==> config.mk <==
export PLATFORM = sky130hd
export DESIGN_NAME = vid_reference_sequencer
export DESIGN_NICKNAME = d
export VERILOG_FILES = /design/src/logic/vid_seq_pkg.sv /design/src/logic/vid_filter_if.sv /design/src/logic/vid_code_filter.sv /design/src/logic/vid_reference_sequencer.sv
export SDC_FILE = /design/constraint.sdc
export NUM_CORES = 1
export LEC_CHECK = 0
export ABC_AREA = 1
export BUFFER_PORTS_ARGS = -buffer_cell sky130_fd_sc_hd__buf_2
export CAP_MARGIN = 15
export CORE_UTILIZATION = 50
export DETAILED_ROUTE_END_ITERATION = 8
export PLACE_DENSITY = 0.85
export SYNTH_ARGS = -nofsm -noshare
export SYNTH_HDL_FRONTEND = slang
export SYNTH_SLANG_ARGS = --single-unit
==> constraint.sdc <==
create_clock -name pclk -period 3.5 [get_ports pclk]
set_input_delay 0.35 -clock pclk [delete_from_list [all_inputs] [get_ports pclk]]
set_output_delay 0.35 -clock pclk [all_outputs]
set_load 0.005 [all_outputs]
==> src/logic/vid_seq_pkg.sv <==
// Constants, encodings and the state type shared by the reference sequencer files.
package vid_seq_pkg;
   // Clock and switching rates; the switching period is counted in pclk cycles.
   localparam int PCLK_KHZ = 25000;
   localparam int SWITCH_KHZ = 222;
   localparam int CLKS_PER_SWITCH = PCLK_KHZ / SWITCH_KHZ;
   // Code sampling and validation.
   localparam int SAMPLES_FIVE = 4;
   localparam int SAMPLES_SIX = 6;
   localparam int STABLE_FIVE_CYCLES = 12;
   localparam int STABLE_SIX_READS = 3;
   localparam int STEP_SW_CYCLES = 4;
   // Soft-start timing, in switching cycles; the delay is about 70 us at 222 kHz.
   localparam int SS_DELAY_US = 70;
   localparam int SS_DELAY_SW_CYCLES = 16;
   localparam int SS_STEP_SW_CYCLES = 16;
   // Reference levels are in units of 12.5 mV.
   localparam int REF_UNIT_UV = 12500;
   localparam logic [7:0] REF_STEP_FIVE = 8'h02;
   localparam logic [7:0] BASE_LEGACY = 8'h58;
   localparam logic [7:0] BASE_ALT = 8'h40;
   localparam logic [7:0] BASE_SIX = 8'h43;
   localparam logic [5:0] SIX_LEVEL_OFFSET = 6'h15;
   localparam logic [7:0] OV_FIXED_LOW = 8'h84;
   localparam logic [7:0] OV_FIXED_HIGH = 8'h9c;
   localparam logic [7:0] OV_MARGIN = 8'h10;
   localparam logic [4:0] CODE_RESERVED = 5'h1f;
   localparam logic [5:0] CODE_RESET = 6'h3f;
   // Table selection encodings.
   localparam logic [1:0] TABLE_LEGACY = 2'h0;
   localparam logic [1:0] TABLE_ALT = 2'h1;
   localparam logic [1:0] TABLE_SIX = 2'h2;
   // Register map and fields.
   localparam logic [11:0] ADDR_CTRL = 12'h000;
   localparam logic [11:0] ADDR_STATUS = 12'h004;
   localparam int CTRL_RUN_BIT = 0;
   localparam logic [31:0] CTRL_RESET = 32'h0000_0001;
   localparam int ST_STATE_LSB = 0;
   localparam int ST_DRIVES_BIT = 2;
   localparam int ST_CLAMP_BIT = 3;
   localparam int ST_REF_LSB = 8;
   localparam int ST_CODE_LSB = 16;
   localparam int ST_TABLE_LSB = 24;

   typedef enum logic [1:0] {ST_OFF, ST_DELAY, ST_RAMP, ST_RUN} seq_state_t;
endpackage : vid_seq_pkg

==> src/logic/vid_filter_if.sv <==
// Signals between the sequencer and its code validation filter.
`timescale 1ns/100ps
interface vid_filter_if;
   logic sample_tick;
   logic sw_tick;
   logic six_mode;
   logic [5:0] raw_code;
   logic [5:0] accepted_code;
   logic new_code;

   modport filter (input sample_tick, input sw_tick, input six_mode, input raw_code,
      output accepted_code, output new_code);
   modport seq (output sample_tick, output sw_tick, output six_mode, output raw_code,
      input accepted_code, input new_code);
endinterface : vid_filter_if

==> src/logic/vid_code_filter.sv <==
// Validation filter that accepts a voltage identification code once it is stable.
`timescale 1ns/100ps
module vid_code_filter
   import vid_seq_pkg::*;
(
   input wire logic pclk,
   input wire logic presetn,
   vid_filter_if.filter vf
);
   logic [5:0] last_code;
   logic [3:0] stable_cnt;
   logic [5:0] sample_code;
   logic [3:0] need;

   // In five-bit use the sixth pin is ignored so that it cannot block acceptance.
   assign sample_code = vf.six_mode ? vf.raw_code : {1'b0, vf.raw_code[4:0]};
   assign need = vf.six_mode ? 4'(STABLE_SIX_READS) : 4'(STABLE_FIVE_CYCLES);

   always_ff @(posedge pclk or negedge presetn) begin
      if (!presetn) begin
         last_code <= CODE_RESET;
         stable_cnt <= 4'h0;
      end else if (vf.sample_tick && sample_code != last_code) begin
         last_code <= sample_code;
         stable_cnt <= vf.six_mode ? 4'h1 : 4'h0;
      end else if (vf.six_mode && vf.sample_tick && stable_cnt < need) begin
         stable_cnt <= stable_cnt + 4'h1;
      end else if (!vf.six_mode && vf.sw_tick && stable_cnt < need) begin
         stable_cnt <= stable_cnt + 4'h1;
      end
   end

   always_ff @(posedge pclk or negedge presetn) begin
      if (!presetn) begin
         vf.accepted_code <= CODE_RESET;
         vf.new_code <= 1'b0;
      end else if (stable_cnt == need && last_code != vf.accepted_code) begin
         vf.accepted_code <= last_code;
         vf.new_code <= 1'b1;
      end else begin
         vf.new_code <= 1'b0;
      end
   end
endmodule : vid_code_filter

==> src/logic/vid_reference_sequencer.sv <==
// Reference sequencer: code tracking, soft-start, start gating and overvoltage clamp.
//
// Behaviour
// - Five-bit tables: sample code four times per cycle.
// - Five-bit: accept code stable twelve switching cycles.
// - Five-bit: one reference step every four cycles.
// - Six-bit: six samples, accept after three reads.
// - Six-bit: reference jumps straight to new code.
// - Below supply reset level, low-side outputs float.
// - After reset, overvoltage turns low-side switches on.
// - Soft-start threshold: larger of fixed, code+200mV.
// - Clamp releases only below comparator hysteresis threshold.
// - Overvoltage never latches; regulation resumes automatically.
// - Either supply low: no start, switches off.
// - All-ones on code bits 4:0 disables; other codes start up.
// - All start conditions met: soft-start begins immediately.
// - Wait sixteen switching cycles before ramping.
// - Ramp 12.5mV every sixteen cycles to setting.
// - Drives held off until reference exceeds feedback.
// - Pre-charged above setting: drives on at end.
//
// Chosen here: the APB interface to the registers and the register addresses.
`timescale 1ns/100ps
module vid_reference_sequencer
   import vid_seq_pkg::*;
#(
   parameter int PHASES = 2,
   parameter int CLKS_PER_SW = CLKS_PER_SWITCH
) (
   input wire logic pclk,
   input wire logic presetn,
   input wire logic [11:0] paddr,
   input wire logic psel,
   input wire logic penable,
   input wire logic pwrite,
   input wire logic [31:0] pwdata,
   output logic [31:0] prdata,
   output logic pready,
   output logic pslverr,
   input wire logic [5:0] voltage_id_code,
   input wire logic [1:0] table_select,
   input wire logic vcc_por_ok,
   input wire logic driver_supply_level_ok,
   input wire logic threshold_enable_input,
   input wire logic fb_below_ref,
   input wire logic overvoltage_comp,
   output logic [7:0] reference_setpoint,
   output logic [7:0] ov_threshold,
   output logic pwm_enable,
   output logic overvoltage_clamp,
   output logic [PHASES-1:0] low_side_gate_drive,
   output logic [PHASES-1:0] low_side_gate_drive_oe
);
   vid_filter_if vf ();

   seq_state_t state;
   logic [31:0] ctrl;
   logic [1:0] table_q;
   logic six_mode;
   logic [7:0] sw_div;
   logic [7:0] smp_at;
   logic [2:0] smp_num;
   logic [3:0] tick_cnt;
   logic ss_tick;
   logic step_tick;
   logic reserved;
   logic start_ok;
   logic drives_on;
   logic [4:0] lvl5;
   logic [5:0] lvl6;
   logic [7:0] target;
   logic [7:0] fixed_ov;
   logic [7:0] dac_ov;
   logic [7:0] dly_ticks;
   logic [31:0] status;

   // Switching cycle and code sampling strobes.
   assign six_mode = (table_q == TABLE_SIX);
   assign vf.sw_tick = (sw_div == 8'(CLKS_PER_SW - 1));
   assign vf.six_mode = six_mode;
   assign vf.raw_code = voltage_id_code;
   assign vf.sample_tick = (sw_div == smp_at) &&
      (smp_num < (six_mode ? 3'(SAMPLES_SIX) : 3'(SAMPLES_FIVE)));

   always_ff @(posedge pclk or negedge presetn) begin
      if (!presetn) begin
         sw_div <= 8'h00;
      end else begin
         sw_div <= vf.sw_tick ? 8'h00 : sw_div + 8'h01;
      end
   end

   always_ff @(posedge pclk or negedge presetn) begin
      if (!presetn) begin
         smp_at <= 8'h00;
         smp_num <= 3'h0;
      end else if (vf.sw_tick) begin
         smp_at <= 8'h00;
         smp_num <= 3'h0;
      end else if (vf.sample_tick) begin
         smp_at <= smp_at + (six_mode ? 8'(CLKS_PER_SW / SAMPLES_SIX) :
            8'(CLKS_PER_SW / SAMPLES_FIVE));
         smp_num <= smp_num + 3'h1;
      end
   end

   vid_code_filter u_filter (
      .pclk(pclk),
      .presetn(presetn),
      .vf(vf.filter)
   );

   // Code to reference level; tables count down in voltage as the code rises.
   assign lvl5 = 5'(~vf.accepted_code[4:0] - 5'h01);
   assign lvl6 = 6'(~{vf.accepted_code[4:0], vf.accepted_code[5]} + SIX_LEVEL_OFFSET);

   always_comb begin
      case (table_q)
         TABLE_SIX: target = BASE_SIX + {2'h0, lvl6};
         TABLE_ALT: target = BASE_ALT + {2'h0, lvl5, 1'b0};
         default: target = BASE_LEGACY + {2'h0, lvl5, 1'b0};
      endcase
   end

   // Start gating; supply, enable and comparator levels are already synchronous.
   assign reserved = (vf.accepted_code[4:0] == CODE_RESERVED);
   assign start_ok = vcc_por_ok && driver_supply_level_ok && threshold_enable_input &&
      ctrl[CTRL_RUN_BIT] && !reserved;

   // Table choice is frozen once started, so a live change cannot warp the reference.
   always_ff @(posedge pclk or negedge presetn) begin
      if (!presetn) begin
         table_q <= TABLE_LEGACY;
      end else if (state == ST_OFF) begin
         table_q <= table_select;
      end
   end

   always_ff @(posedge pclk or negedge presetn) begin
      if (!presetn) begin
         tick_cnt <= 4'h0;
      end else if (state == ST_OFF) begin
         tick_cnt <= 4'h0;
      end else if (vf.sw_tick) begin
         tick_cnt <= tick_cnt + 4'h1;
      end
   end
   assign ss_tick = vf.sw_tick && (tick_cnt == 4'(SS_STEP_SW_CYCLES - 1));
   assign step_tick = vf.sw_tick && (tick_cnt[1:0] == 2'(STEP_SW_CYCLES - 1));

   always_ff @(posedge pclk or negedge presetn) begin
      if (!presetn) begin
         state <= ST_OFF;
      end else if (!start_ok) begin
         state <= ST_OFF;
      end else begin
         case (state)
            ST_OFF: state <= ST_DELAY;
            ST_DELAY: begin
               if (vf.sw_tick && tick_cnt == 4'(SS_DELAY_SW_CYCLES - 1)) begin
                  state <= ST_RAMP;
               end
            end
            ST_RAMP: begin
               if (reference_setpoint >= target) begin
                  state <= ST_RUN;
               end
            end
            ST_RUN: state <= ST_RUN;
            default: state <= ST_OFF;
         endcase
      end
   end

   always_ff @(posedge pclk or negedge presetn) begin
      if (!presetn) begin
         reference_setpoint <= 8'h00;
      end else if (state == ST_OFF || state == ST_DELAY) begin
         reference_setpoint <= 8'h00;
      end else if (state == ST_RAMP) begin
         if (ss_tick && reference_setpoint < target) begin
            reference_setpoint <= reference_setpoint + 8'h01;
         end
      end else if (six_mode) begin
         reference_setpoint <= target;
      end else if (step_tick && reference_setpoint < target) begin
         reference_setpoint <= (target - reference_setpoint > REF_STEP_FIVE) ?
            reference_setpoint + REF_STEP_FIVE : target;
      end else if (step_tick && reference_setpoint > target) begin
         reference_setpoint <= (reference_setpoint - target > REF_STEP_FIVE) ?
            reference_setpoint - REF_STEP_FIVE : target;
      end
   end

   // Drives stay off over a pre-charged output so soft-start does not sink it.
   always_ff @(posedge pclk or negedge presetn) begin
      if (!presetn) begin
         drives_on <= 1'b0;
      end else if (state == ST_OFF || state == ST_DELAY) begin
         drives_on <= 1'b0;
      end else if (state == ST_RAMP && fb_below_ref) begin
         drives_on <= 1'b1;
      end else if (state == ST_RAMP && reference_setpoint >= target) begin
         drives_on <= 1'b1;
      end
   end

   // Overvoltage threshold and clamp; the clamp follows the comparator, never latching.
   assign fixed_ov = (table_q == TABLE_LEGACY) ? OV_FIXED_HIGH : OV_FIXED_LOW;
   assign dac_ov = 8'(target + OV_MARGIN);

   always_ff @(posedge pclk or negedge presetn) begin
      if (!presetn) begin
         ov_threshold <= OV_FIXED_HIGH;
         overvoltage_clamp <= 1'b0;
         pwm_enable <= 1'b0;
      end else begin
         if (state == ST_RUN) begin
            ov_threshold <= dac_ov;
         end else if (state == ST_OFF) begin
            ov_threshold <= fixed_ov;
         end else begin
            ov_threshold <= (dac_ov > fixed_ov) ? dac_ov : fixed_ov;
         end
         overvoltage_clamp <= vcc_por_ok && overvoltage_comp;
         pwm_enable <= start_ok && drives_on && !overvoltage_comp &&
            (state == ST_RAMP || state == ST_RUN);
      end
   end

   genvar gi;
   generate
      for (gi = 0; gi < PHASES; gi++) begin : g_phase
         always_ff @(posedge pclk or negedge presetn) begin
            if (!presetn) begin
               low_side_gate_drive[gi] <= 1'b0;
               low_side_gate_drive_oe[gi] <= 1'b0;
            end else begin
               low_side_gate_drive[gi] <= vcc_por_ok && overvoltage_comp;
               low_side_gate_drive_oe[gi] <= vcc_por_ok;
            end
         end
      end
   endgenerate

   // Register slave: zero wait states, read data captured in the setup cycle.
   assign status = {6'h00, table_q, 2'h0, vf.accepted_code, reference_setpoint,
      4'h0, overvoltage_clamp, drives_on, state};
   assign pready = 1'b1;
   assign pslverr = psel && penable && paddr != ADDR_CTRL && paddr != ADDR_STATUS;

   always_ff @(posedge pclk or negedge presetn) begin
      if (!presetn) begin
         ctrl <= CTRL_RESET;
      end else if (psel && penable && pwrite && paddr == ADDR_CTRL) begin
         ctrl <= {31'h0, pwdata[CTRL_RUN_BIT]};
      end
   end

   always_ff @(posedge pclk or negedge presetn) begin
      if (!presetn) begin
         prdata <= 32'h0000_0000;
      end else if (psel && !penable) begin
         case (paddr)
            ADDR_CTRL: prdata <= ctrl;
            ADDR_STATUS: prdata <= status;
            default: prdata <= 32'h0000_0000;
         endcase
      end
   end

   always_ff @(posedge pclk or negedge presetn) begin
      if (!presetn) begin
         dly_ticks <= 8'h00;
      end else if (state != ST_DELAY) begin
         dly_ticks <= 8'h00;
      end else if (vf.sw_tick) begin
         dly_ticks <= dly_ticks + 8'h01;
      end
   end
endmodule : vid_reference_sequencer

Yosys cells after proc, flatten, opt, wreduce, memory -nomap -nowiden
Index checks and enable logic that the tools add are counted.
Widths: inputs -> output; s select.
- flip-flop bits (word level): 96
- input port bits: 62
- output and inout bits: 56
- word-level logic and storage cells: 142
- $add $sub $neg: 16
- magnitude comparators: 8
- eq/ne operators: 18
- multiplexer cells: 36
- bitwise operators: 2
- reduce and logical (&&, ||, !) cells: 45
- operators with widths (kind ; count):
    $mux 8 ; 14
    $pmux 26 s2 ; 1
    $logic_and 1x1->1 ; 28
    $mux 4 ; 7
    $add 7x6->8 const A ; 3
    $add 8x1->8 const B ; 2
    $gt 8x2->1 const B ; 2
    $gt 8x8->1 ; 2
    $pmux 8 s2 ; 1
    $sub 8x8->8 ; 2
    $eq 12x3->1 const B ; 1
    $logic_not 12->1 ; 1
    $ne 12x3->1 const B ; 1
    $ne 6x6->1 ; 2
    $reduce_bool 12->1 ; 1
    $ne 3x3->1 const B ; 3
    $add 4x1->4 const B ; 2
    $add 8x2->8 const B ; 1
    $add 8x5->8 ; 1
    $add 8x5->8 const B ; 1
    $eq 2x2->1 const B ; 4
    $eq 8x7->1 const B ; 1
    $eq 8x8->1 ; 1
    $ge 8x8->1 ; 1
    other kinds (26) ; 42

Logic depth before layout (Yosys ltp)
Gate-level depths: netlist of the first run.
- depth after elaboration: 12
- gate-level depth with buffers: 29
- gate-level depth less buffers: 29

By module
Synthesis of the first run repeated with hierarchy kept, for this count alone.
- cell total of the unflattened synthesis: 857
- area, all modules: 6218.5 µm²
- modules (own cells, without submodules) (module ; times used ; cells an instance ; area an instance (µm²) ; sequential area each (µm²)):
    vid_reference_sequencer ; 1 ; 700 ; 5097.4 ; 1682.9
    vid_code_filter ; 1 ; 157 ; 1121.1 ; 440.4

Worst setup path before layout of the first run
Ideal clock, no wire load.
- path kind: register to register
- start: register u_filter.vf.accepted_code[1]
- end: register reference_setpoint[7]
- library setup time: 0.077 ns
- data arrival time: 3.299 ns
- data required time: 3.423 ns
- slack: 0.124 ns
- stages on the path, launching flop included: 23
- buffers on the path: 1
- clock period less this slack: 3.376 ns
- cells stage by stage: dfstp_2 buf_4 nand3_1 xor2_1 inv_1 ha_1 inv_1 ha_1 nor2_1 a21oi_4 ha_1 a21oi_1 o21a_1 nand2_1 nor2_8 inv_2 nor3b_2 nand2_1 nand2_1 nand2_1 nand2_1 nand2_1 a21oi_1
- word-level cells in the longest chain between the ends: 12
- elaborated cells on any way between the ends: 27
- those cells by class: add/sub: 7; order compare: 4; eq/ne: 1; mux: 8; bitwise: 2; reduce/logical: 5
- RTL lines (what ; RTL line ; RTL):
    start: declaration ; vid_filter_if.sv:12 ; output accepted_code, output new_code);
    start signal: assignment ; vid_code_filter.sv:38 ; vf.accepted_code <= last_code;
    $not 6->6 or $not 5->5 (tied branches) ; vid_reference_sequencer.sv:115, vid_reference_sequencer.sv:114 ;
    $add 6x5->6 or $sub 5x1->5 (tied branches) ; vid_reference_sequencer.sv:115, vid_reference_sequencer.sv:114 ;
    $add 7x6->8 (on tied branches) ; vid_reference_sequencer.sv:119, vid_reference_sequencer.sv:120, vid_reference_sequencer.sv:121 ;
    $pmux 8 s2 * ; vid_reference_sequencer.sv:118 ; case (table_q)
    $sub 8x8->8 ; vid_reference_sequencer.sv:190 ; reference_setpoint <= (reference_setpoint - target > REF_STEP_FIVE) ?
    $gt 8x2->1 ; vid_reference_sequencer.sv:190 ;
    $mux 8 ; vid_reference_sequencer.sv:190 ;
    $mux 8 ; vid_reference_sequencer.sv:189 ; end else if (step_tick && reference_setpoint > target) begin
    $mux 8 ; vid_reference_sequencer.sv:186 ; end else if (step_tick && reference_setpoint < target) begin
    $mux 8 ; vid_reference_sequencer.sv:184 ; end else if (six_mode) begin
    $mux 8 ; vid_reference_sequencer.sv:180 ; end else if (state == ST_RAMP) begin
    $mux 8 ; vid_reference_sequencer.sv:178 ; end else if (state == ST_OFF || state == ST_DELAY) begin
    end signal: assignment ; vid_reference_sequencer.sv:182 ; reference_setpoint <= reference_setpoint + 8'h01;
    end signal: assignment ; vid_reference_sequencer.sv:185 ; reference_setpoint <= target;
    end signal: assignment ; vid_reference_sequencer.sv:187 ; reference_setpoint <= (target - reference_setpoint > REF_STEP_FIVE) ?
    end: declaration ; vid_reference_sequencer.sv:47 ; output logic [7:0] reference_setpoint,
Every way passes the cells marked *; elsewhere a longest branch is shown, timed or not. The select of a mux whose other input is x is not followed.
A chain may end at the register's enable or synchronous reset.

Worst setup path after layout of the first run
- start: register u_filter.vf.accepted_code[0]
- end: register reference_setpoint[7]
The elaborated chain is that of the path after synthesis.

==> summary.md, run 1 <==
| Metric | Value |
|---|---|
| Status | `finished, violations left` |
| Failing checks | `DRC, setup timing` |
| Crit-path most repeated cell | `nand2_1` |
| Overflow after GRT | `0` |
| P_leak | `3.85 nW` |
| Fin area | `just under 0.008 sq mm` |
| Share of the yosys chip area belonging to registers | `roughly a third` |
| Adder-Cell Fraction of Synth Area | `about a tenth` |
| Chip Height | `about 110 um` |
| CTS buffer count | `9` |
| Initial antenna violation count | `0` |
| Chip width | `between 100 and 150 um` |
| Crit end category | `flip-flop` |
| GP Congestion | `about 0.94` |
| Compound-Gate Fraction of Synth Area | `roughly 16%` |
| Post-synthesis mux area share | `less than 1%` |
| Worst Path Max Fanout | `7` |
| DIE AREA | `roughly 0.012 sq mm` |
| CTS Buffer Depth | `2` |
| Async SR Flop Fraction | `100%` |
| Antenna Diode Count | `0` |
| Final HPWL from detailed placement | `about 11 mm` |
| Worst-path clk slew | `0.07 ns` |
| Synthesis Warnings | `0` |
| Post-synth EDFFs | `0` |
| Via/cell ratio | `5.82` |
| WS Path Type | `reg2reg` |
| Input/output buffers | `73` |
| WP buf/inv | `3` |
| Dominant combinational cell family by area after synthesis | `simple AND/OR/NAND/NOR gates` |
| Most common cell in the netlist | `nand2_1` |
| Core box area | `between 0.01 and 0.015 sq mm` |
| Startpoint Class | `flip-flop` |
| Crit path max-delay family | `simple AND/OR/NAND/NOR gates` |
| Pin count of the biggest net entering global routing | `40` |
| H-tree depth | `3` |
| Worst EP arrival | `~3.9 ns` |
| Pre-CTS setup slack | `-0.164 ns` |
| Critical Path Slowest Stage Cell | `dfstp_2` |
| Synth area leaders | `dfrtp_1 (28%), nand2_1 (12%), ha_1 (8.4%), dfstp_2 (7.5%), inv_1 (6.1%)` |
| HP Class | `in2reg` |
| Yosys top cell area share | `between 20% and 30%` |
| PnR worst setup slack | `-0.159 ns` |
| Drt initial violations | `just over 600` |
| Simple-Gate Fraction of Synth Area | `between 20% and 30%` |
| Register area | `approximately 0.0021 sq mm` |
| Vias in the first global route | `5,607` |
| Syn Area/Cell | `7.46 sq um` |
| Area growth syn-to-layout | `28.3%` |
| Global-route wire length before repair | `25.8 mm` |
| Layout cells sized above 1 | `a little under a third` |
| Clock latency on the worst-skew pair | `between 0.3 and 0.4 ns` |
| Starting density of the core | `51.8%` |
| RSZ-0062 raised after global routing | `yes` |
| CTS sink cnt | `between 80 and 90` |
| Area of the multi-input gates | `about 0.0038 sq mm` |
| Syn Inst Count | `803` |
| Yosys cell types | `56` |
| Top post-synthesis cells by count | `nand2_1 (193), inv_1 (97), dfrtp_1 (66)` |
| Worst EP required | `3.77 ns` |
| FF+latch count, synth | `83` |
| Worst vdd ir | `approximately 380 uV` |
| Final wirelength | `between 15 and 20 mm` |
| Tmin final | `roughly 3.7 ns` |
| Synth Flop Type | `dfrtp_1` |
| Final slew viol count | `0` |
| Routed vias | `between 6,000 and 7,000` |
| All-layer global routing usage | `~26%` |
| Worst Tran Pin Value | `around 0.76 ns` |
| XOR/XNOR share of the synthesized area | `under 10%` |
| Remaining antenna violation count after routing | `0` |
| Worst path cell trace | `inv_4 -> ha_2 -> nor2_1 -> a21oi_2 -> nand2_1 -> nor2_1 -> nand2_1 -> o22ai_2 -> inv_1 -> ha_4 -> a21oi_1 -> o21a_1 -> nand2_4 -> nor2_8 -> inv_2 -> nor3b_2 -> nand2_1 -> nand2_1 -> nand2_1 -> nand2_1 -> nand2_1 -> a21oi_1` |
| Critical Path Max Stage Delay | `approximately 0.56 ns` |
| Io pins | `~120` |
| P per Cell Area | `about 720 mW/mm^2` |
| Post-DP Area | `0.00676 sq mm` |
| Site row count | `39` |
| Drt pass-1 iters | `9` |
| Layout fillers | `about 900` |
| Final setup TNS | `-0.438 ns` |
| Synth area leader | `dfrtp_1` |
| DR WL/cell | `between 15 and 20 um` |
| Final nets | `about 1,000` |
| Slew headroom | `approximately half` |
| Fin crit share | `105%` |
| Root Driver | `clkbuf_16` |
| Number of remaining DRC errors | `11` |
| CTS tree | `built` |
| Mapped Area | `0.00599 sq mm` |
| # setup viols final | `8` |
| Max-Cap Viols | `0` |
| Worst Skew | `a little under 0.008 ns` |
| Hold Fails Final Rpt | `0` |
| Max Freq | `~270 MHz` |
[layout make-up]
cell class	instances	area share, %
Timing Repair Buffer	140	11.9
Sequential cell	83	27.3
Tap cell	143	2.33
Multi-Input combinational cell	588	49.1
Clock inverter	3	0.603
Inverter	111	5.46
Clock buffer	13	3.26
[state kept, by name, indices dropped and copies added, names as in the netlist, 6 cells and up]
register / flops
prdata: 20
ov_threshold: 8
reference_setpoint: 8
sw_div: 8
smp_at: 7
u_filter.last_code: 6
u_filter.vf.accepted_code: 6
[placed cells by master (no fill, tap or decap), types with 20 or more instances in the layout]
| master | count |
|---|---|
| inv_1 | 88 |
| ha_1 | 25 |
| o21ai_0 | 32 |
| nor2_1 | 54 |
| buf_4 | 60 |
| a21oi_1 | 43 |
| nand3_1 | 42 |
| buf_2 | 72 |
| dfrtp_1 | 66 |
| nand2_2 | 20 |
| nand2_1 | 178 |
[final timing paths]
path,slack [ns],cells past startpoint,from,end
setup / recovery,-0.16,22,u_filter.vf.accepted_code[0],reference_setpoint[7]
hold / removal,0.14,1,vcc_por_ok,low_side_gate_drive_oe[1]
setup reg to reg,-0.16,22,u_filter.vf.accepted_code[0],reference_setpoint[7]
hold reg to reg,0.47,1,smp_num[2],smp_num[2]
max in group asynchronous,2.23,3,presetn,ov_threshold[2]
min in group asynchronous,0.51,2,presetn,u_filter.stable_cnt[0]
[per-layer routing]
metal / wire length, um / global-route usage [%] / share of wire, % / up-vias
met2: 8420 / 42.3 / 46 / 376
met1: 7230 / 32.7 / 40 / 2929
met3: 1630 / 6.26 / 9.0 / 102
li1: - / - / - / 2884
met5: 0 / 0 / 0 / -
met4: 899 / 11.6 / 4.9 / 0
[repair_timing]
action	in CTS	in global routing
pin swaps	6	39
cloned	0	0
hold buffers	1	0
setup endpoints to repair	8	8
resized for setup	15	95
buffers inserted	4	13
hold endpoints to repair	30	0
[through the flow]
step	hold WS (ns)	cells	utilization [%]	total power, mW
floorplan	0.0544	814	-	2.86
global placement	0.351	1047	58.4	3.53
detailed placement	0.358	1047	58.4	3.61
CTS	0.145	1068	61.8	4.68
global route	0.144	1081	66.4	5.88
finish	0.140	1081	66.4	5.57
[power by group]
group          internal (mW)  leakage (nW)  total, mW  switching [mW]
clock                  0.576         0.140      0.976           0.400
sequential              1.15          1.05       1.31           0.152
combinational           1.40          2.66       3.28            1.89
[cell families (layout without fill, tap and decap cells)]
family | after synthesis | after routing
and+or+nand+nor | 354 | 354
buffers and inverters | 143 | 267
other | 2 | 13
adders and majority gates | 43 | 43
AOI/OAI and AO/OA | 153 | 153
DFF | 83 | 83
xor gates and xnor gates | 23 | 23
muxes | 2 | 2
(Power assumes the default switching activity.)
==> run 2: changes to the inputs <==
CORE_MARGIN = 8   (was unset)
SYNTH_HIERARCHICAL = 1   (was unset)
==> summary.md, run 2 <==
| Metric | Value |
|---|---|
| Pin count of the biggest net entering global routing | `84 (+110%)` |
| Finished Layout Cells | `1,154 (+6.8%)` |
| DR WL/cell | `16.5 um (-1.8%)` |
| Placed Cells | `1,127 (+7.6%)` |
| Antenna Diode Count | `0 (unchanged)` |
| CTS sink cnt | `83 (unchanged)` |
| Worst path cell trace | `inv_4 -> ha_4 -> inv_2 -> nand2_2 -> nand3_1 -> nand2_2 -> inv_1 -> nand2_1 -> nand3_1 -> nand2_1 -> nand2_1 -> inv_1 -> ha_2 -> inv_1 -> buf_4 -> a21oi_1 -> nand4_1 -> nor2_4 -> nand3_2 -> nand3_4 -> nand2_1 -> nand2_1 -> nand2_1 -> a21oi_1` |
| Final setup TNS | `-1.10 ns (-0.661 ns)` |
| Worst Skew | `0.00968 ns (+0.00184 ns)` |
| RSZ-0062 raised after global routing | `yes` |
| Chip Height | `127 um (+14%)` |
| Final core occ | `65.0% (-1.4 points)` |
| Root Driver | `clkbuf_16` |
| Reg-to-Reg Start | `u_filter/vf.accepted_code[0]` |
| Routed metal-1 wire length | `7.10 mm (-1.8%)` |
| Layout cells sized above 1 | `29.9% (-0.46 points)` |
| # setup viols final | `8 (unchanged)` |
| Final nets | `1,086 (+4.6%)` |
| Worst Path Max Fanout | `6 (-1)` |
| Worst vdd ir | `430 uV (+13%)` |
| CTS Buffer Depth | `2 (unchanged)` |
| Site row count | `40 (+2.6%)` |
| Global-route wire length before repair | `26.6 mm (+3.2%)` |
| Area growth syn-to-layout | `26.7%` |
| Synthesis Warnings | `6 (+6)` |
| Commonest non-fill, non-tap cell in the layout | `nand2_1` |
| Starting density of the core | `51.3% (-0.48 points)` |
| HP Start | `vcc_por_ok` |
| DIE AREA | `0.0162 sq mm (+30%)` |
| H-tree depth | `3 (unchanged)` |
| Initial antenna violation count | `0 (unchanged)` |
| Hold Fails Final Rpt | `0 (unchanged)` |
| GP Congestion | `0.928 (-0.93%)` |
| Chip width | `127 um (+14%)` |
| Slew headroom | `30.2% (-19 points)` |
| Critical Path Slowest Stage Cell | `dfstp_2` |
| Status | `finished, violations left` |
| Worst-path clk slew | `0.07 ns (about the same)` |
| CP startpoint | `u_filter/vf.accepted_code[0]` |
| P_leak | `4.05 nW (+5.3%)` |
| Via/cell ratio | `5.73 (-1.6%)` |
| Top reg by flops | `prdata` |
| All-layer global routing usage | `19.8% (-6.2 points)` |
| Critical Path Max Stage Delay | `0.62 ns (+0.06 ns)` |
| Cells on worst reg2reg path | `24 (+9.1%)` |
| Input/output buffers | `73 (unchanged)` |
| Vias in the first global route | `5,627 (+0.36%)` |
| Top routing layer in use | `met4` |
| Most frequent cells in the layout | `nand2_1 (206), inv_1 (103), buf_2 (72), nand3_1 (66), dfrtp_1 (66)` |
| Mapped Area | `0.00619 sq mm (+3.3%)` |
| Drt pass-1 iters | `8 (-1)` |
| Crit end category | `flip-flop` |
| Remaining antenna violation count after routing | `0 (unchanged)` |
| Max reg flops | `20 (unchanged)` |
| Hold Crit Depth | `1 (unchanged)` |
| Final slew viol count | `0 (unchanged)` |
| Crit-path most repeated cell | `nand2_1` |
| PnR worst setup slack | `-0.213 ns (-0.0542 ns)` |
| Io pins | `118 (unchanged)` |
| Failing checks | `DRC, setup timing` |
| Syn Inst Count | `855 (+6.5%)` |
| Overflow after GRT | `0 (unchanged)` |
| Final HPWL from detailed placement | `11.8 mm (+4.5%)` |
| Max Freq | `269 MHz (-1.5%)` |
| Worst EP required | `3.76 ns (about the same)` |
| WS Path Type | `reg2reg` |
| Clock latency on the worst-skew pair | `0.35 ns (about the same)` |
| Number of remaining DRC errors | `2 (-9)` |
| Metal2 WL | `8.91 mm (+5.8%)` |
| WHS | `0.148 ns (+0.00774 ns)` |
| HP Class | `in2reg` |
| Syn Area/Cell | `7.24 sq um (-3.0%)` |
| Max-Cap Viols | `0 (unchanged)` |
| Core box area | `0.0121 sq mm (+4.3%)` |
| Drt initial violations | `872 (+42%)` |
| Final wirelength | `19.1 mm (+4.8%)` |
| Met3 WL | `2.14 mm (+31%)` |
| Worst Tran Pin Value | `1.05 ns (+0.288 ns)` |
| CTS tree | `built` |
| Worst EP arrival | `3.97 ns (+0.04 ns)` |
| CTS buffer count | `9 (unchanged)` |
| Fin crit share | `106% (+1.5 points)` |
| Tmin final | `3.71 ns (+0.0542 ns)` |
| P per Cell Area | `678 mW/mm^2 (-6.4%)` |
| Routed vias | `6,608 (+5.0%)` |
| Startpoint Class | `flip-flop` |
run 2: cell type report:
cell class | count | area, sq um
clock inverters | 6 | 72.6
repair buffers | 132 | 826
well taps | 168 | 210
clock buffers | 10 | 239
inverters | 124 | 473
multi-input cells | 631 | 3930
flip-flops and latches | 83 | 2100
fillers | 879 | 4220
run 2: critical path, delay by kind of cell, from the launching register on:
| kind | cells | cell delay [ns] |
|---|---|---|
| compound gates | 2 | 0.32 |
| buf+inv | 6 | 0.58 |
| simple gates | 14 | 1.50 |
| fa+ha+maj | 2 | 0.60 |
| flops | 1 | 0.62 |
run 2: what timing repair did:
action | 4_1_cts | 5_1_grt
buffers inserted | 2 | 9
hold buffers | 0 | 0
pin swaps | 2 | 46
resized for setup | 10 | 103
endpoints found under the setup margin | 8 | 10
run 2: per-stage QoR:
step	power, mW	worst slack (ns)	instance area [sq um]
CTS	4.59	-0.00378	7370
global placement	3.45	-0.00479	6990
global route	5.63	-0.355	7850
floorplan	2.84	0.186	6230
finish	5.32	-0.213	7850
detailed placement	3.52	-0.144	6990
run 2: layer usage:
layer | vias up | global-route usage [%]
li1 | 2997 | -
met1 | 3011 | 24.8
met2 | 474 | 32.8
met3 | 126 | 4.20
met4 | 0 | 7.21
met5 | - | 0
run 2: where the power goes:
group	switching, mW	internal, mW	total [mW]
registers	0.177	1.15	1.33
clock network	0.423	0.579	1.00
logic	1.80	1.19	2.99
total	2.40	2.92	5.32
run 2: final timing paths:
path | end | slack, ns
min in group asynchronous | prdata[25] | 0.19
worst max-delay path | reference_setpoint[6] | -0.21
worst min-delay path | low_side_gate_drive_oe[1] | 0.15
max in group asynchronous | u_filter/stable_cnt[0] | 2.64
worst min register to register | prdata[1] | 0.48
worst max register to register | reference_setpoint[6] | -0.21
==> run 3: changes to the inputs <==
CORE_UTILIZATION = 45   (was 50)
CTS_BUF_LIST = sky130_fd_sc_hd__clkbuf_2 sky130_fd_sc_hd__clkbuf_4 sky130_fd_sc_hd__clkbuf_8   (was unset)
PLACE_DENSITY = 0.79   (was 0.85)
==> summary.md, run 3 (same netlist as run 2, synthesis figures left out) <==
| Metric | Value |
|---|---|
| P per Cell Area | `624 mW/mm^2 (-7.9%)` |
| Top reg by flops | `prdata` |
| Crit end category | `flip-flop` |
| # setup viols final | `0 (-8)` |
| Drt pass-1 iters | `8 (unchanged)` |
| Max-Cap Viols | `0 (unchanged)` |
| CTS Buffer Depth | `2 (unchanged)` |
| Startpoint Class | `flip-flop` |
| Most frequent cells in the layout | `nand2_1 (211), inv_1 (105), buf_2 (72), dfrtp_1 (66), nand3_1 (64)` |
| Final core occ | `57.0% (-8.1 points)` |
| Commonest non-fill, non-tap cell in the layout | `nand2_1` |
| Fin crit share | `99.4% (-6.7 points)` |
| Sw frac | `45.2% (about the same)` |
| Worst Path Max Fanout | `8 (+2)` |
| Cells on worst reg2reg path | `24 (unchanged)` |
| GP Congestion | `0.899 (-3.1%)` |
| Clock latency on the worst-skew pair | `0.38 ns (+0.03 ns)` |
| Combinational Power Share | `58.4% (+2.2 points)` |
| Input/output buffers | `73 (unchanged)` |
| Post-DP Area | `0.00704 sq mm (+0.64%)` |
| Final setup TNS | `0 ns (+1.10 ns)` |
| Starting density of the core | `45.3% (-6.0 points)` |
| Vias in the first global route | `5,713 (+1.5%)` |
| Io pins | `118 (unchanged)` |
| Routed vias | `6,272 (-5.1%)` |
| Flop2flop setup slack | `0.02 ns (+0.23 ns)` |
| RSZ-0062 raised after global routing | `yes` |
| Status | `finished, final reports clean` |
| Worst vdd ir | `259 uV (-40%)` |
| Worst path cell trace | `inv_4 -> ha_4 -> nand2_2 -> nand2_2 -> nand2_2 -> nand2_2 -> nand2_1 -> nand2_1 -> nand2_2 -> nand3_2 -> a21oi_2 -> buf_6 -> ha_4 -> a21oi_4 -> nor3_2 -> nor3_2 -> nand3_4 -> inv_8 -> buf_4 -> nand3_2 -> nand2_1 -> nand2_1 -> nand3_2 -> a21oi_2` |
| Slew headroom | `42.0% (+12 points)` |
| Reg-to-Reg Start | `u_filter/vf.accepted_code[0]` |
| Global-route wire length before repair | `27.0 mm (+1.3%)` |
| Area growth syn-to-layout | `25.8%` |
| DR WL/cell | `15.2 um (-8.3%)` |
| Layout cells sized above 1 | `30.2% (+0.24 points)` |
| Drt initial violations | `748 (-14%)` |
| Antenna Diode Count | `0 (unchanged)` |
| Worst Tran Pin Value | `0.870 ns (-0.177 ns)` |
| Clock network fraction of design power | `14.4% (-4.4 points)` |
| P_leak | `4.02 nW (-0.76%)` |
| Chip Height | `133 um (+4.7%)` |
| Worst EP arrival | `3.75 ns (-0.22 ns)` |
| Layout fillers | `1,180 (+34%)` |
| WS Path Type | `reg2reg` |
| Worst-path clk slew | `0.09 ns (+0.02 ns)` |
| Fin area | `0.00778 sq mm (-0.77%)` |
| Core box area | `0.0137 sq mm (+13%)` |
| CTS sink cnt | `83 (unchanged)` |
| Remaining antenna violation count after routing | `0 (unchanged)` |
| Finished Layout Cells | `1,168 (+1.2%)` |
| Chip width | `133 um (+4.7%)` |
| Placed Cells | `1,143 (+1.4%)` |
| Post-cts hold buffer count | `0 (unchanged)` |
| Final HPWL from detailed placement | `12.3 mm (+4.0%)` |
| CTS buffer count | `9 (unchanged)` |
| Crit-path most repeated cell | `nand2_2` |
| Critical Path Slowest Stage Cell | `dfstp_2` |
| Tmin final | `3.48 ns (-0.233 ns)` |
| Root Driver | `clkbuf_8` |
| DIE AREA | `0.0178 sq mm (+9.7%)` |
| Number of remaining DRC errors | `0 (-2)` |
| Initial antenna violation count | `0 (unchanged)` |
| CTS tree | `built` |
| Sequential share of power | `27.2% (+2.2 points)` |
| Via/cell ratio | `5.37 (-6.2%)` |
| H-tree depth | `3 (unchanged)` |
| Final nets | `1,088 (+0.18%)` |
| Hold Fails Final Rpt | `0 (unchanged)` |
| Critical Path Max Stage Delay | `0.60 ns (-0.02 ns)` |
| Max reg flops | `20 (unchanged)` |
| Final wirelength | `17.7 mm (-7.1%)` |
| Internal Pwr Total | `2.67 mW (-8.7%)` |
| Final slew viol count | `0 (unchanged)` |
| Worst Skew | `0.0129 ns (+0.00321 ns)` |
| Overflow after GRT | `0 (unchanged)` |
| Pin count of the biggest net entering global routing | `69 (-18%)` |
| Max Freq | `287 MHz (+6.7%)` |
| P_sw | `2.20 mW (-8.5%)` |
| HP Class | `in2async` |
| Worst EP required | `3.77 ns (about the same)` |
| R2r endpoint | `reference_setpoint[5]` |
| Site row count | `43 (+7.5%)` |
| All-layer global routing usage | `18.3% (-1.5 points)` |
run 3: cell types whose count changed in the layout (fill, tap and decap cells not counted), moves of 3 or more:
cell       before  now
nor2_2          6    9
inv_4           1    4
nand2_4         7    4
a21oi_2         6   11
inv_2          17   12
clkbuf_8        1   13
a21oi_1        36   32
clkbuf_16       9    0
nand2_1       206  211
run 3: metal layers:
layer	GRT usage, %	share of wire, %
met5	0	0
met4	7.67	3.3
met3	4.67	8.4
met2	30.4	47
met1	22.0	41
run 3: area by class of cell:
cell class,count,area [sq um],area share (%)
clock buffer,13,179,2.30
multi-input combinational,631,3930,50.5
inverter,124,483,6.20
tap,180,225,2.89
sequential,83,2100,27.0
timing repair buffer,134,848,10.9
clock inverter,3,20.0,0.257
run 3: timing repair:
action / 4_1_cts / 5_1_grt
setup endpoints to repair: 8 / 15
resized for setup: 10 / 102
pin swaps: 3 / 39
buffers inserted: 1 / 8
endpoints found under the hold margin: 0 / 0
run 3: per-stage QoR:
step / setup WS (ns) / hold slack [ns] / power (mW)
2_1_floorplan: 0.186 / 0.0544 / 2.84
3_3_place_gp: -0.0414 / 0.449 / 3.51
3_5_place_dp: -0.0918 / 0.455 / 3.59
4_1_cts: 0.00697 / 0.0986 / 4.36
5_1_grt: -0.238 / 0.0931 / 5.23
6_report: 0.0198 / 0.0835 / 4.86
run 3: critical path, delay by kind of cell (launching register included):
family	cells	cell delay, ns
compound gates	3	0.40
fa+ha+maj	2	0.39
buf+inv	4	0.45
simple gates	15	1.52
flops	1	0.60
run 3: how the worst max path moves through the flow:
stage	start	endpoint	slack, ns	depth (start not counted)
floorplan	u_filter/vf.accepted_code[1]	reference_setpoint[1]	0.19	19
global route	u_filter/vf.accepted_code[0]	reference_setpoint[3]	-0.24	23
detailed placement	u_filter/vf.accepted_code[1]	reference_setpoint[2]	-0.09	24
CTS	u_filter/vf.accepted_code[0]	reference_setpoint[3]	0.007	22
finish	u_filter/vf.accepted_code[0]	reference_setpoint[5]	0.02	24
global placement	u_filter/vf.accepted_code[0]	reference_setpoint[2]	-0.04	26
run 3: power by group through the flow:
stage                     clock [mW]  sequential [mW]  combinational [mW]
final                          0.701             1.32                2.84
after global routing           0.743             1.35                3.14
after CTS                      0.708             1.31                2.35
after detailed placement           0             1.32                2.26
after global placement             0             1.32                2.19
after floorplan                    0             1.30                1.54
